===== config.mk =====
export PLATFORM = sky130hd
export DESIGN_NAME = ggat_alert_top
export DESIGN_NICKNAME = d
export VERILOG_FILES = /design/src/rtl/ggat_pkg.sv /design/src/rtl/ggat_limit_cmp.sv /design/src/rtl/ggat_alert_top.sv
export VERILOG_INCLUDE_DIRS = /design/src /design/src/rtl
export SDC_FILE = /design/constraint.sdc
export NUM_CORES = 1
export LEC_CHECK = 0
export CAP_MARGIN = 40
export CORE_MARGIN = 4
export CORE_UTILIZATION = 65
export DETAILED_ROUTE_END_ITERATION = 7
export DONT_BUFFER_PORTS = 1
export PLACE_DENSITY = 0.81
export RECOVER_POWER = 50
export SLEW_MARGIN = 20
export SYNTH_ARGS = -nofsm -noshare
export SYNTH_HDL_FRONTEND = slang
export SYNTH_SLANG_ARGS = --single-unit
export TNS_END_PERCENT = 5

===== constraint.sdc =====
create_clock -name clock -period 19.4 [get_ports clock]
set_clock_uncertainty 0.2 [all_clocks]
set_input_delay 3.88 -clock clock [delete_from_list [all_inputs] [get_ports clock]]
set_output_delay 3.88 -clock clock [all_outputs]
set_load 0.02 [all_outputs]

===== src/rtl/ggat_defines.svh =====
// register offsets, reset values and field positions of the alert block
// assumes inclusion by bare name from the design files
`ifndef GGAT_DEFINES_SVH
`define GGAT_DEFINES_SVH
`define GGAT_OFS_VLIM 8'h01
`define GGAT_OFS_TLIM 8'h02
`define GGAT_OFS_SLIM 8'h03
`define GGAT_OFS_TEMP 8'h08
`define GGAT_OFS_EXTR 8'h1A
`define GGAT_OFS_JUNC 8'h34
`define GGAT_OFS_PWR 8'hB1
`define GGAT_OFS_APWR 8'hB3
`define GGAT_OFS_ILIM 8'hB4
`define GGAT_OFS_SN0 8'hD4
`define GGAT_OFS_SN1 8'hD5
`define GGAT_OFS_SN2 8'hD9
`define GGAT_OFS_SN3 8'hDA
`define GGAT_OFS_SN4 8'hDC
`define GGAT_OFS_SN5 8'hDD
`define GGAT_OFS_SN6 8'hDE
`define GGAT_OFS_SN7 8'hDF
`define GGAT_RST_VLIM 16'hFF00
`define GGAT_RST_TLIM 16'h7F80
`define GGAT_RST_SLIM 16'hFF00
`define GGAT_RST_ILIM 16'h7F80
`define GGAT_RST_EXTR 16'h807F
`define GGAT_STEP_BIT 8
`define GGAT_POWER_SHIFT 16
`define GGAT_AVG_SHIFT 4
`endif


===== src/rtl/ggat_pkg.sv =====
// shared types of the alert block
// assumes nothing of its surroundings
package ggat_pkg;
  typedef logic [7:0] ggat_byte_t;
  typedef logic [15:0] ggat_word_t;
  // index of each threshold source in the flag vector
  typedef enum logic [1:0] {
    GGAT_SRC_VOLT = 2'b00,
    GGAT_SRC_TEMP = 2'b01,
    GGAT_SRC_CURR = 2'b10,
    GGAT_SRC_CHRG = 2'b11
  } ggat_src_t;
endpackage


===== src/rtl/ggat_limit_cmp.sv =====
// one upper/lower byte limit check with latched or self-releasing flag
// assumes update, reading and limits come from the same clock domain
`timescale 1ns/1ps
module ggat_limit_cmp
  import ggat_pkg::*;
#(
  parameter bit SIGNED_CMP = 1'b0
) (
  // clock and reset
  input wire logic clock,
  input wire logic reset_n,
  // reading and limits
  input wire logic update,
  input wire ggat_byte_t reading,
  input wire ggat_byte_t upper_limit,
  input wire ggat_byte_t lower_limit,
  // control
  input wire logic enable,
  input wire logic latched,
  input wire logic clear,
  // result
  output logic flag_r
);
  logic above;
  logic below;

  always_comb begin
    if (SIGNED_CMP) begin
      above = $signed(reading) > $signed(upper_limit);
      below = $signed(reading) < $signed(lower_limit);
    end else begin
      above = reading > upper_limit;
      below = reading < lower_limit;
    end
  end

  always_ff @(posedge clock or negedge reset_n) begin
    if (!reset_n) begin
      flag_r <= 1'b0;
    end else if (!enable) begin
      flag_r <= 1'b0;
    end else if (update && (above || below)) begin
      flag_r <= 1'b1;
    end else if (update && !latched) begin
      flag_r <= 1'b0;
    end else if (clear) begin
      flag_r <= 1'b0;
    end
  end
endmodule // ggat_limit_cmp


===== src/rtl/ggat_alert_top.sv =====
// alert, limit, power, extremes and serial overlay logic of the gauge
// assumes front-end readings and strobes on clock; aux levels are async
`timescale 1ns/1ps
`include "ggat_defines.svh"
module ggat_alert_top
  import ggat_pkg::*;
#(
  // arbitrary value, not a real part's number
  parameter logic [127:0] SERIAL_NUMBER = 128'h0123456789ABCDEF0F1E2D3C4B5A6978,
  parameter int POWER_SHIFT = `GGAT_POWER_SHIFT,
  parameter int AVG_SHIFT = `GGAT_AVG_SHIFT
) (
  // clock and reset
  input wire logic clock,
  input wire logic reset_n,
  // register port
  input wire logic [7:0] reg_addr,
  input wire logic reg_wr_en,
  input wire ggat_word_t reg_wdata,
  input wire logic reg_rd_en,
  output ggat_word_t reg_rdata,
  // readings from the front end
  input wire ggat_word_t cell_voltage_reading,
  input wire logic voltage_update,
  input wire ggat_word_t current_reading,
  input wire logic current_update,
  input wire ggat_word_t die_temp_reading,
  input wire logic die_temp_update,
  input wire ggat_word_t thermistor_reading,
  input wire logic thermistor_update,
  input wire ggat_word_t reported_charge_level,
  input wire logic charge_update,
  // auxiliary input comparators, asynchronous
  input wire logic aux_above_removal,
  input wire logic aux_below_insertion,
  // configuration bits
  input wire logic threshold_alert_enable,
  input wire logic alert_latched_mode,
  input wire logic removal_detect_enable,
  input wire logic insertion_detect_enable,
  input wire logic temperature_source_select,
  input wire logic charge_step_alert_enable,
  input wire logic rate_prediction_enable,
  input wire logic dynamic_power_enable,
  // status flag clears
  input wire logic removal_flag_clear,
  input wire logic insertion_flag_clear,
  input wire logic threshold_flag_clear,
  input wire logic charge_step_flag_clear,
  // normal results behind the serial overlay
  input wire logic [127:0] peak_result_words,
  // status flags
  output logic removal_flag,
  output logic insertion_flag,
  output logic charge_step_flag,
  output logic [3:0] threshold_flags,
  // alert pin
  output logic alert_pin_out,
  output logic alert_pin_oe
);
  localparam logic [7:0] SN_OFS [8] = '{
    `GGAT_OFS_SN0, `GGAT_OFS_SN1, `GGAT_OFS_SN2, `GGAT_OFS_SN3,
    `GGAT_OFS_SN4, `GGAT_OFS_SN5, `GGAT_OFS_SN6, `GGAT_OFS_SN7};

  ggat_word_t vlim_r;
  ggat_word_t tlim_r;
  ggat_word_t slim_r;
  ggat_word_t ilim_r;
  ggat_word_t extremes_r;
  ggat_word_t junction_r;
  ggat_word_t temperature_r;
  ggat_word_t volt_r;
  ggat_word_t curr_r;
  ggat_word_t power_r;
  ggat_word_t avg_power_r;
  logic power_upd_r;
  logic avg_upd_r;
  logic rem_s1_r;
  logic rem_s2_r;
  logic rem_s3_r;
  logic ins_s1_r;
  logic ins_s2_r;
  logic ins_s3_r;
  logic step_bit_r;
  logic step_seen_r;
  logic temp_update;
  ggat_word_t temp_value;
  ggat_byte_t temp_byte;
  logic rem_rise;
  logic ins_rise;
  logic step_change;
  logic serial_mode;
  logic pend;
  logic signed [32:0] product;
  logic signed [16:0] avg_diff;
  ggat_word_t rd_nxt;
  logic [3:0] thr_flags;

  always_comb begin
    temp_update = temperature_source_select ? thermistor_update :
      die_temp_update;
    temp_value = temperature_source_select ? thermistor_reading :
      die_temp_reading;
    temp_byte = temp_value[15:8];
  end

  always_ff @(posedge clock or negedge reset_n) begin
    if (!reset_n) begin
      junction_r <= 16'h0000;
      temperature_r <= 16'h0000;
    end else begin
      if (die_temp_update) begin
        junction_r <= die_temp_reading;
      end
      if (temp_update) begin
        temperature_r <= temp_value;
      end
    end
  end

  always_ff @(posedge clock or negedge reset_n) begin
    if (!reset_n) begin
      vlim_r <= `GGAT_RST_VLIM;
      tlim_r <= `GGAT_RST_TLIM;
      slim_r <= `GGAT_RST_SLIM;
      ilim_r <= `GGAT_RST_ILIM;
    end else if (reg_wr_en) begin
      if (reg_addr == `GGAT_OFS_VLIM) vlim_r <= reg_wdata;
      if (reg_addr == `GGAT_OFS_TLIM) tlim_r <= reg_wdata;
      if (reg_addr == `GGAT_OFS_SLIM) slim_r <= reg_wdata;
      if (reg_addr == `GGAT_OFS_ILIM) ilim_r <= reg_wdata;
    end
  end

  always_ff @(posedge clock or negedge reset_n) begin
    if (!reset_n) begin
      extremes_r <= `GGAT_RST_EXTR;
    end else if (reg_wr_en && reg_addr == `GGAT_OFS_EXTR) begin
      extremes_r <= reg_wdata;
    end else if (temp_update) begin
      if ($signed(temp_byte) > $signed(extremes_r[15:8])) begin
        extremes_r[15:8] <= temp_byte;
      end
      if ($signed(temp_byte) < $signed(extremes_r[7:0])) begin
        extremes_r[7:0] <= temp_byte;
      end
    end
  end

  always_ff @(posedge clock or negedge reset_n) begin
    if (!reset_n) begin
      volt_r <= 16'h0000;
      curr_r <= 16'h0000;
      power_upd_r <= 1'b0;
      power_r <= 16'h0000;
    end else begin
      if (voltage_update) volt_r <= cell_voltage_reading;
      if (current_update) curr_r <= current_reading;
      power_upd_r <= voltage_update | current_update;
      if (power_upd_r) power_r <= product[POWER_SHIFT +: 16];
    end
  end

  always_comb begin
    product = $signed({1'b0, volt_r}) * $signed(curr_r);
    avg_diff = $signed({power_r[15], power_r}) -
      $signed({avg_power_r[15], avg_power_r});
  end

  always_ff @(posedge clock or negedge reset_n) begin
    if (!reset_n) begin
      avg_upd_r <= 1'b0;
      avg_power_r <= 16'h0000;
    end else begin
      avg_upd_r <= power_upd_r;
      if (avg_upd_r) begin
        avg_power_r <= avg_power_r + 16'(avg_diff >>> AVG_SHIFT);
      end
    end
  end

  // aux comparator synchronisers
  always_ff @(posedge clock or negedge reset_n) begin
    if (!reset_n) begin
      rem_s1_r <= 1'b0;
      rem_s2_r <= 1'b0;
      rem_s3_r <= 1'b0;
      ins_s1_r <= 1'b0;
      ins_s2_r <= 1'b0;
      ins_s3_r <= 1'b0;
    end else begin
      rem_s1_r <= aux_above_removal;
      rem_s2_r <= rem_s1_r;
      rem_s3_r <= rem_s2_r;
      ins_s1_r <= aux_below_insertion;
      ins_s2_r <= ins_s1_r;
      ins_s3_r <= ins_s2_r;
    end
  end

  assign rem_rise = rem_s2_r & ~rem_s3_r;
  assign ins_rise = ins_s2_r & ~ins_s3_r;

  always_ff @(posedge clock or negedge reset_n) begin
    if (!reset_n) begin
      removal_flag <= 1'b1;
    end else if (rem_rise && removal_detect_enable) begin
      removal_flag <= 1'b1;
    end else if (removal_flag_clear) begin
      removal_flag <= 1'b0;
    end
  end

  always_ff @(posedge clock or negedge reset_n) begin
    if (!reset_n) begin
      insertion_flag <= 1'b0;
    end else if (ins_rise && insertion_detect_enable) begin
      insertion_flag <= 1'b1;
    end else if (insertion_flag_clear) begin
      insertion_flag <= 1'b0;
    end
  end

  assign step_change = charge_update && step_seen_r &&
    (reported_charge_level[`GGAT_STEP_BIT] != step_bit_r);

  always_ff @(posedge clock or negedge reset_n) begin
    if (!reset_n) begin
      step_bit_r <= 1'b0;
      step_seen_r <= 1'b0;
      charge_step_flag <= 1'b0;
    end else begin
      if (charge_update) begin
        step_bit_r <= reported_charge_level[`GGAT_STEP_BIT];
        step_seen_r <= 1'b1;
      end
      if (step_change && charge_step_alert_enable) begin
        charge_step_flag <= 1'b1;
      end else if (charge_step_flag_clear) begin
        charge_step_flag <= 1'b0;
      end
    end
  end

  ggat_limit_cmp #(.SIGNED_CMP(1'b0)) u_volt (
    .clock(clock),
    .reset_n(reset_n),
    .update(voltage_update),
    .reading(cell_voltage_reading[15:8]),
    .upper_limit(vlim_r[15:8]),
    .lower_limit(vlim_r[7:0]),
    .enable(threshold_alert_enable),
    .latched(alert_latched_mode),
    .clear(threshold_flag_clear),
    .flag_r(thr_flags[GGAT_SRC_VOLT])
  );

  ggat_limit_cmp #(.SIGNED_CMP(1'b1)) u_temp (
    .clock(clock),
    .reset_n(reset_n),
    .update(temp_update),
    .reading(temp_byte),
    .upper_limit(tlim_r[15:8]),
    .lower_limit(tlim_r[7:0]),
    .enable(threshold_alert_enable),
    .latched(alert_latched_mode),
    .clear(threshold_flag_clear),
    .flag_r(thr_flags[GGAT_SRC_TEMP])
  );

  ggat_limit_cmp #(.SIGNED_CMP(1'b1)) u_curr (
    .clock(clock),
    .reset_n(reset_n),
    .update(current_update),
    .reading(current_reading[15:8]),
    .upper_limit(ilim_r[15:8]),
    .lower_limit(ilim_r[7:0]),
    .enable(threshold_alert_enable),
    .latched(alert_latched_mode),
    .clear(threshold_flag_clear),
    .flag_r(thr_flags[GGAT_SRC_CURR])
  );

  ggat_limit_cmp #(.SIGNED_CMP(1'b0)) u_chrg (
    .clock(clock),
    .reset_n(reset_n),
    .update(charge_update),
    .reading(reported_charge_level[15:8]),
    .upper_limit(slim_r[15:8]),
    .lower_limit(slim_r[7:0]),
    .enable(threshold_alert_enable),
    .latched(alert_latched_mode),
    .clear(threshold_flag_clear),
    .flag_r(thr_flags[GGAT_SRC_CHRG])
  );

  assign threshold_flags = thr_flags;

  assign pend = (|thr_flags) | charge_step_flag |
    (removal_flag & removal_detect_enable) |
    (insertion_flag & insertion_detect_enable);

  always_ff @(posedge clock or negedge reset_n) begin
    if (!reset_n) begin
      alert_pin_out <= 1'b0;
      alert_pin_oe <= 1'b0;
    end else begin
      alert_pin_out <= 1'b0;
      alert_pin_oe <= pend;
    end
  end

  assign serial_mode = ~rate_prediction_enable & ~dynamic_power_enable;

  always_comb begin
    rd_nxt = 16'h0000;
    case (reg_addr)
      `GGAT_OFS_VLIM: rd_nxt = vlim_r;
      `GGAT_OFS_TLIM: rd_nxt = tlim_r;
      `GGAT_OFS_SLIM: rd_nxt = slim_r;
      `GGAT_OFS_ILIM: rd_nxt = ilim_r;
      `GGAT_OFS_TEMP: rd_nxt = temperature_r;
      `GGAT_OFS_EXTR: rd_nxt = extremes_r;
      `GGAT_OFS_JUNC: rd_nxt = junction_r;
      `GGAT_OFS_PWR: rd_nxt = power_r;
      `GGAT_OFS_APWR: rd_nxt = avg_power_r;
      default: rd_nxt = 16'h0000;
    endcase
    for (int i = 0; i < 8; i++) begin
      if (reg_addr == SN_OFS[i]) begin
        rd_nxt = serial_mode ? SERIAL_NUMBER[i*16 +: 16] :
          peak_result_words[i*16 +: 16];
      end
    end
  end

  always_ff @(posedge clock or negedge reset_n) begin
    if (!reset_n) begin
      reg_rdata <= 16'h0000;
    end else if (reg_rd_en) begin
      reg_rdata <= rd_nxt;
    end
  end
endmodule // ggat_alert_top


==> impl_metrics.env, run 1 <==
export IMPL_status="finished clean"
export IMPL_core_rowCount=66
export IMPL_r2r_setup_slack_ps=12340
export IMPL_firstDrtPassIters=7
export IMPL_timing_rr_start="volt_r[12]$_DFFE_PN0P_"
export IMPL_wirelength_um=65500
export IMPL_ys_top_cells_by_area="dfrtp_1 20%, fa_1 18%, ha_1 13%, mux2_2 6.8%, inv_1 6.0%"
export IMPL_fin_area_mm2=0.0227
export IMPL_wl_per_cell_um=24.2
export IMPL_fin_util=0.697
export IMPL_synth_top_cell_by_area="dfrtp_1"
export IMPL_top_layer_used="met5"
export IMPL_syn_to_final_growth_pct=5.48
export IMPL_ir_drop_mv=0.376
export IMPL_maxCapViolations=0
export IMPL_synth_area_mm2=0.0216
export IMPL_finalCriticalPeriod_ps=7060
export IMPL_cts_max_path_buffers=3
export IMPL_p_sw_mw=2.25
export IMPL_power_density_mw_per_mm2=213
export IMPL_power_share_clock=0.108
export IMPL_critPathLaunchType="flop"
export IMPL_p_sw_frac=0.464
export IMPL_worstPathArrival_ps=7280
export IMPL_die_height_um=190
export IMPL_path_class="reg -> reg"
export IMPL_final_max_slew_viol_count=0
export IMPL_endpoint="power_r[5]$_DFFE_PN0P_"
export IMPL_gp_congestion=1.00
export IMPL_synth_main_ff_cell="dfrtp_1"
export IMPL_path_max_fanout=17
export IMPL_grt_pass1_vias=18100
export IMPL_synth_seq_area_share=0.246
export IMPL_drt_iter0_drc=1763
export IMPL_syn_avg_cell_area_um2=9.40
export IMPL_drc=0
export IMPL_rsz0062_at_grt="no"
export IMPL_vias=17400
export IMPL_p_leak_nw=10.8
export IMPL_numPortBuffers=0
export IMPL_layout_drive_gt1_share=0.107
export IMPL_antenna_found_initial=3
export IMPL_clk_pin_slew_ps=60
export IMPL_cp_required_ps=19610
export IMPL_period_share=0.364
export IMPL_coreArea_mm2=0.0326
export IMPL_start_util=0.661
export IMPL_cts_made_buffers=25
export IMPL_r2r_cells=20
export IMPL_nFillCells=2419
export IMPL_met2_length_um=30800
export IMPL_finalWorstSetupSlack_ps=12340
export IMPL_synthesis_nets=2962
export IMPL_relSlewSlack=0.393
export IMPL_finalPower_mw=4.85
export IMPL_grt_use_total=0.362
export IMPL_hold_buffers=0
export IMPL_cts_resized=0
export IMPL_dieWidth_um=190
export IMPL_max_freq_mhz=142
export IMPL_ys_warn_count=0
export IMPL_drt_met1_wl_um=23700
export IMPL_synth_common_cells="345 x inv_1, 230 x nand2_1, 219 x ha_1, 194 x fa_1, 169 x dfrtp_1"
export IMPL_yosysMostFrequentCell="inv_1"
export IMPL_place_ws_ps=12430
export IMPL_wl_met3_um=6330
export IMPL_ys_async_sr_fraction=1.00
export IMPL_place_area_mm2=0.0218
export IMPL_cts_tree="yes"
export IMPL_worstMarginPinSlew_ps=903
export IMPL_vias_per_cell=6.45
export IMPL_seqPwrFrac=0.147
export IMPL_io_pins=280
export IMPL_ant_nets=0
export IMPL_synth_cell_types=72
export IMPL_ys_ff_latch=210
export IMPL_cts_sinks=210
export IMPL_grt_max_degree=211
export IMPL_setup_viol=0
export IMPL_ctsRootBufferMaster="clkbuf_16"
export IMPL_synthCells=2294
export IMPL_intPower_mw=2.60
export IMPL_cp_end_kind="flop"
export IMPL_hold_path_class="reg -> reg"
export IMPL_grt_pass1_wl_um=102000
export IMPL_final_hold_violation_count=0
export IMPL_finalSetupTns_ps=0
export IMPL_power_frac_comb=0.745
export IMPL_crit_start="volt_r[12]$_DFFE_PN0P_"
export IMPL_clock_latency_ps=530
export IMPL_grt_ovfl_total=0
export IMPL_r2r_end="power_r[5]$_DFFE_PN0P_"
export IMPL_synth_edf_count=0
export IMPL_dpl_hpwl_um=51200
export IMPL_netlist_area_leader_share=0.196
export IMPL_nets=2907
export IMPL_dieArea_mm2=0.0361
export IMPL_post_cts_setup_buffer_count=0
export IMPL_hp_start="rem_s1_r$_DFF_PN0_"
export IMPL_htreeDepth=1
## sequential cells by signal, indices dropped and copies added, names as in the netlist, 16 cells and up
name	cells
avg_power_r	16
curr_r	16
extremes_r	16
ilim_r	16
junction_r	16
power_r	16
reg_rdata	16
slim_r	16
temperature_r	16
tlim_r	16
vlim_r	16
volt_r	16
## routing by layer
metal	up-vias	track usage
met5	-	0
met4	2	0.204
met3	259	0.0791
met2	947	0.585
met1	8595	0.452
li1	7624	-
## logic make-up (layout without fill, tap and decap cells)
family                   Yosys count  count (layout)  share of synthesized area
AO/OA/AOI/OAI                    414             414                      0.126
XOR/XNOR                          41              41                     0.0167
adder cells (fa/ha/maj)          413             413                      0.307
buffers and inverters            441             405                     0.0786
flip-flops                       210             210                      0.246
multiplexers                     175             175                     0.0894
other                              1               4                   0.000174
AND/OR/NAND/NOR                  599             599                      0.136
## metrics by stage
step	instances	hold WS (ps)
after floorplan	2294	131
after global placement	2648	133
after detailed placement	2652	150
after CTS	2698	164
after global routing	2701	173
final	2703	162
## critical path, stage by stage (launching register included)
cell and delay (ps):
dfrtp_1 880, nand2_1 170, fa_1 550, fa_1 540
fa_1 530, inv_1 60, fa_1 500, fa_1 490
inv_1 60, fa_1 490, inv_1 50, ha_1 300
nand3_1 120, nor4_1 60, a221oi_1 550, a21boi_0 310
a41o_1 330, a21o_1 220, a21oi_1 180, xnor2_1 80
mux2_2 270
## cell usage in the layout (no fill, tap or decap), drive strengths merged, types with 5 or more instances in the layout
cell	count
inv	348
nand2	230
ha	219
fa	194
dfrtp	169
mux2	130
and2	117
o21ai	110
nor2	95
a21oi	88
mux2i	44
dfstp	41
nand3	38
clkbuf	34
xnor2	33
a22oi	29
a21o	26
nand2b	23
nor3	23
o21a	18
nor2b	16
a221oi	16
nand4	14
a31oi	13
o22ai	13
buf	13
and3	12
o211ai	12
a222oi	10
o31ai	8
xor2	8
a211oi	8
nor4	7
o2111ai	6
a21boi	6
or3	6
or2	6
o221ai	6
bufinv	6
a22o	5
## power groups by stage
stage                     logic, mW  registers (mW)  clock network, mW
after floorplan                2.90           0.626                  0
after global placement         3.43           0.707                  0
after detailed placement       3.60           0.710                  0
after CTS                      3.63           0.703              0.524
after global routing           4.15           0.714              0.547
final                          3.61           0.711              0.524
## worst min path at each step
stage | slack, ps | depth (start not counted) | end
after floorplan | 130 | 0 | ins_s2_r$_DFF_PN0_
after detailed placement | 150 | 0 | ins_s2_r$_DFF_PN0_
final | 160 | 0 | rem_s2_r$_DFF_PN0_
after global placement | 130 | 0 | ins_s2_r$_DFF_PN0_
after global routing | 170 | 0 | rem_s2_r$_DFF_PN0_
after CTS | 160 | 0 | rem_s2_r$_DFF_PN0_
## area by class of cell
class / instances / area [um2] / share of cell area
Multi-Input combinational cell: 1643 / 14600 / 0.640
Timing Repair Buffer: 14 / 97.6 / 0.00429
Tap cell: 442 / 553 / 0.0243
Antenna cell: 3 / 7.51 / 0.000330
Clock inverter: 13 / 233 / 0.0102
Inverter: 345 / 1290 / 0.0569
Sequential cell: 210 / 5310 / 0.233
Clock buffer: 33 / 686 / 0.0302
Note: power is estimated with default switching activity, not from simulation.
==> run 2, diff against run 1 <==
clock period = 6.8 ns   (was 19.4 ns; I/O delays follow)
==> impl_metrics.env, run 2 (same netlist as run 1, synthesis figures left out) <==
export IMPL_crit_top_cell="fa_1"
export IMPL_grt_pass1_wl_um=103000
export IMPL_cts_max_path_buffers=3
export IMPL_maxCapViolations=0
export IMPL_seqPwrFrac=0.142
export IMPL_slowest_delay_ps=530
export IMPL_ctsRootBufferMaster="clkbuf_16"
export IMPL_crit_slowest_cell="fa_1"
export IMPL_layout_common_cells="345 x inv_1, 230 x nand2_1, 219 x ha_1"
export IMPL_hold_path_class="reg -> reg"
export IMPL_vias=17600
export IMPL_place_area_mm2=0.0221
export IMPL_cts_sinks=210
export IMPL_fin_cells=2737
export IMPL_rsz0062_at_grt="no"
export IMPL_path_max_fanout=12
export IMPL_clk_pin_slew_ps=60
export IMPL_dpl_cell_count=2688
export IMPL_setup_viol=0
export IMPL_max_freq_mhz=153
export IMPL_fin_area_mm2=0.0229
export IMPL_grt_pass1_vias=18300
export IMPL_clock_latency_ps=540
export IMPL_vias_per_cell=6.42
export IMPL_intPower_mw=7.41
export IMPL_grt_ovfl_total=0
export IMPL_grt_use_total=0.368
export IMPL_firstDrtPassIters=6
export IMPL_r2r_setup_slack_ps=290
export IMPL_mostFrequentLayoutCell="inv_1"
export IMPL_dieWidth_um=190
export IMPL_status="finished clean"
export IMPL_core_rowCount=66
export IMPL_power_density_mw_per_mm2=610
export IMPL_wirelength_um=66600
export IMPL_critPathLaunchType="flop"
export IMPL_hold_buffers=0
export IMPL_finalSetupTns_ps=0
export IMPL_antenna_found_initial=1
export IMPL_post_cts_setup_buffer_count=0
export IMPL_crit_family="adder cells"
export IMPL_p_leak_nw=10.9
export IMPL_drc=0
export IMPL_layout_drive_gt1_share=0.126
export IMPL_nets=2942
export IMPL_worstPathArrival_ps=6740
export IMPL_path_class="reg -> reg"
export IMPL_r2r_end="power_r[11]$_DFFE_PN0P_"
export IMPL_syn_to_final_growth_pct=6.41
export IMPL_finalPower_mw=14.0
export IMPL_ant_nets=0
export IMPL_cts_resized=0
export IMPL_final_hold_violation_count=0
export IMPL_min_path_cells=0
export IMPL_die_height_um=190
export IMPL_cp_required_ps=7030
export IMPL_numPortBuffers=0
export IMPL_cts_made_buffers=25
export IMPL_power_share_clock=0.098
export IMPL_cts_tree="yes"
export IMPL_critPathBufInv=4
export IMPL_cp_num_cells=21
export IMPL_drt_met1_wl_um=24700
export IMPL_period_share=0.958
export IMPL_htreeDepth=1
export IMPL_ir_drop_mv=1.16
export IMPL_wl_per_cell_um=24.3
export IMPL_relSlewSlack=0.372
export IMPL_top_layer_used="met4"
export IMPL_io_pins=280
export IMPL_coreArea_mm2=0.0326
export IMPL_p_sw_mw=6.59
export IMPL_gp_congestion=0.982
export IMPL_power_frac_comb=0.760
export IMPL_met2_length_um=30700
export IMPL_dpl_hpwl_um=53000
export IMPL_r2r_cells=21
export IMPL_dieArea_mm2=0.0361
export IMPL_nFillCells=2418
export IMPL_hp_start="rem_s1_r$_DFF_PN0_"
export IMPL_timing_rr_start="curr_r[5]$_DFFE_PN0P_"
export IMPL_cp_end_kind="flop"
export IMPL_finalCriticalPeriod_ps=6510
export IMPL_final_max_slew_viol_count=0
export IMPL_drt_iter0_drc=1793
export IMPL_crit_path_cell_trace="and2_1 -> fa_1 -> inv_1 -> fa_1 -> fa_1 -> inv_1 -> fa_1 -> fa_1 -> inv_1 -> fa_1 -> inv_1 -> ha_1 -> a41oi_1 -> o21ai_0 -> a221oi_2 -> o21ai_0 -> or2_2 -> a21o_1 -> a21oi_1 -> xnor2_1 -> mux2_2"
export IMPL_grt_max_degree=211
export IMPL_p_sw_frac=0.471
export IMPL_worstMarginPinSlew_ps=935
export IMPL_start_util=0.661
export IMPL_wl_met3_um=6500
export IMPL_hold_end="rem_s2_r$_DFF_PN0_"
-- run 2: final cells by class --
cell class | instances | area, um2 | share of cell area
multi-input combinational | 1643 | 14600 | 0.635
clock inverter | 10 | 115 | 0.00502
sequential | 210 | 5320 | 0.232
antenna | 2 | 5.00 | 0.000218
tap | 442 | 553 | 0.0241
inverter | 345 | 1290 | 0.0565
clock buffer | 36 | 717 | 0.0313
timing repair buffer | 49 | 359 | 0.0157
-- run 2: power groups by stage --
stage / Clock (mW) / Sequential [mW] / Combinational, mW
finish: 1.36 / 1.99 / 10.6
global route: 1.43 / 2.00 / 12.1
CTS: 1.37 / 1.97 / 10.6
detailed placement: 0 / 1.99 / 10.5
global placement: 0 / 1.98 / 10.0
floorplan: 0 / 1.79 / 8.28
-- run 2: how the worst max path moves through the flow --
stage,startpoint,endpoint,slack [ps]
final,curr_r[5]$_DFFE_PN0P_,power_r[11]$_DFFE_PN0P_,290
after CTS,volt_r[8]$_DFFE_PN0P_,power_r[11]$_DFFE_PN0P_,70
after floorplan,curr_r[1]$_DFFE_PN0P_,power_r[11]$_DFFE_PN0P_,560
after detailed placement,volt_r[8]$_DFFE_PN0P_,power_r[11]$_DFFE_PN0P_,90
after global placement,volt_r[8]$_DFFE_PN0P_,power_r[11]$_DFFE_PN0P_,200
after global routing,curr_r[5]$_DFFE_PN0P_,power_r[11]$_DFFE_PN0P_,2
-- run 2: metal layers --
metal,vias up,global-route usage
li1,7678,-
met1,8648,0.467
met2,996,0.580
met3,250,0.0826
met4,0,0.217
met5,-,0
-- run 2: worst reg2reg max path, stage by stage, from the launching register on --
cell	delay, ps
dfrtp_1	520
and2_1	260
fa_1	500
inv_1	50
fa_1	460
fa_1	530
inv_1	60
fa_1	490
fa_1	490
inv_1	50
fa_1	480
inv_1	40
ha_1	340
a41oi_1	180
o21ai_0	200
a221oi_2	330
o21ai_0	190
or2_2	320
a21o_1	210
a21oi_1	170
xnor2_1	70
mux2_2	260
-- run 2: through the flow --
stage               setup slack (ps)   util  hold WS (ps)
finish                           285  0.703           148
global route                    1.66  0.703           150
CTS                             72.4  0.702           150
detailed placement              86.2  0.677           136
global placement                 196  0.676           133
floorplan                        562      -           131
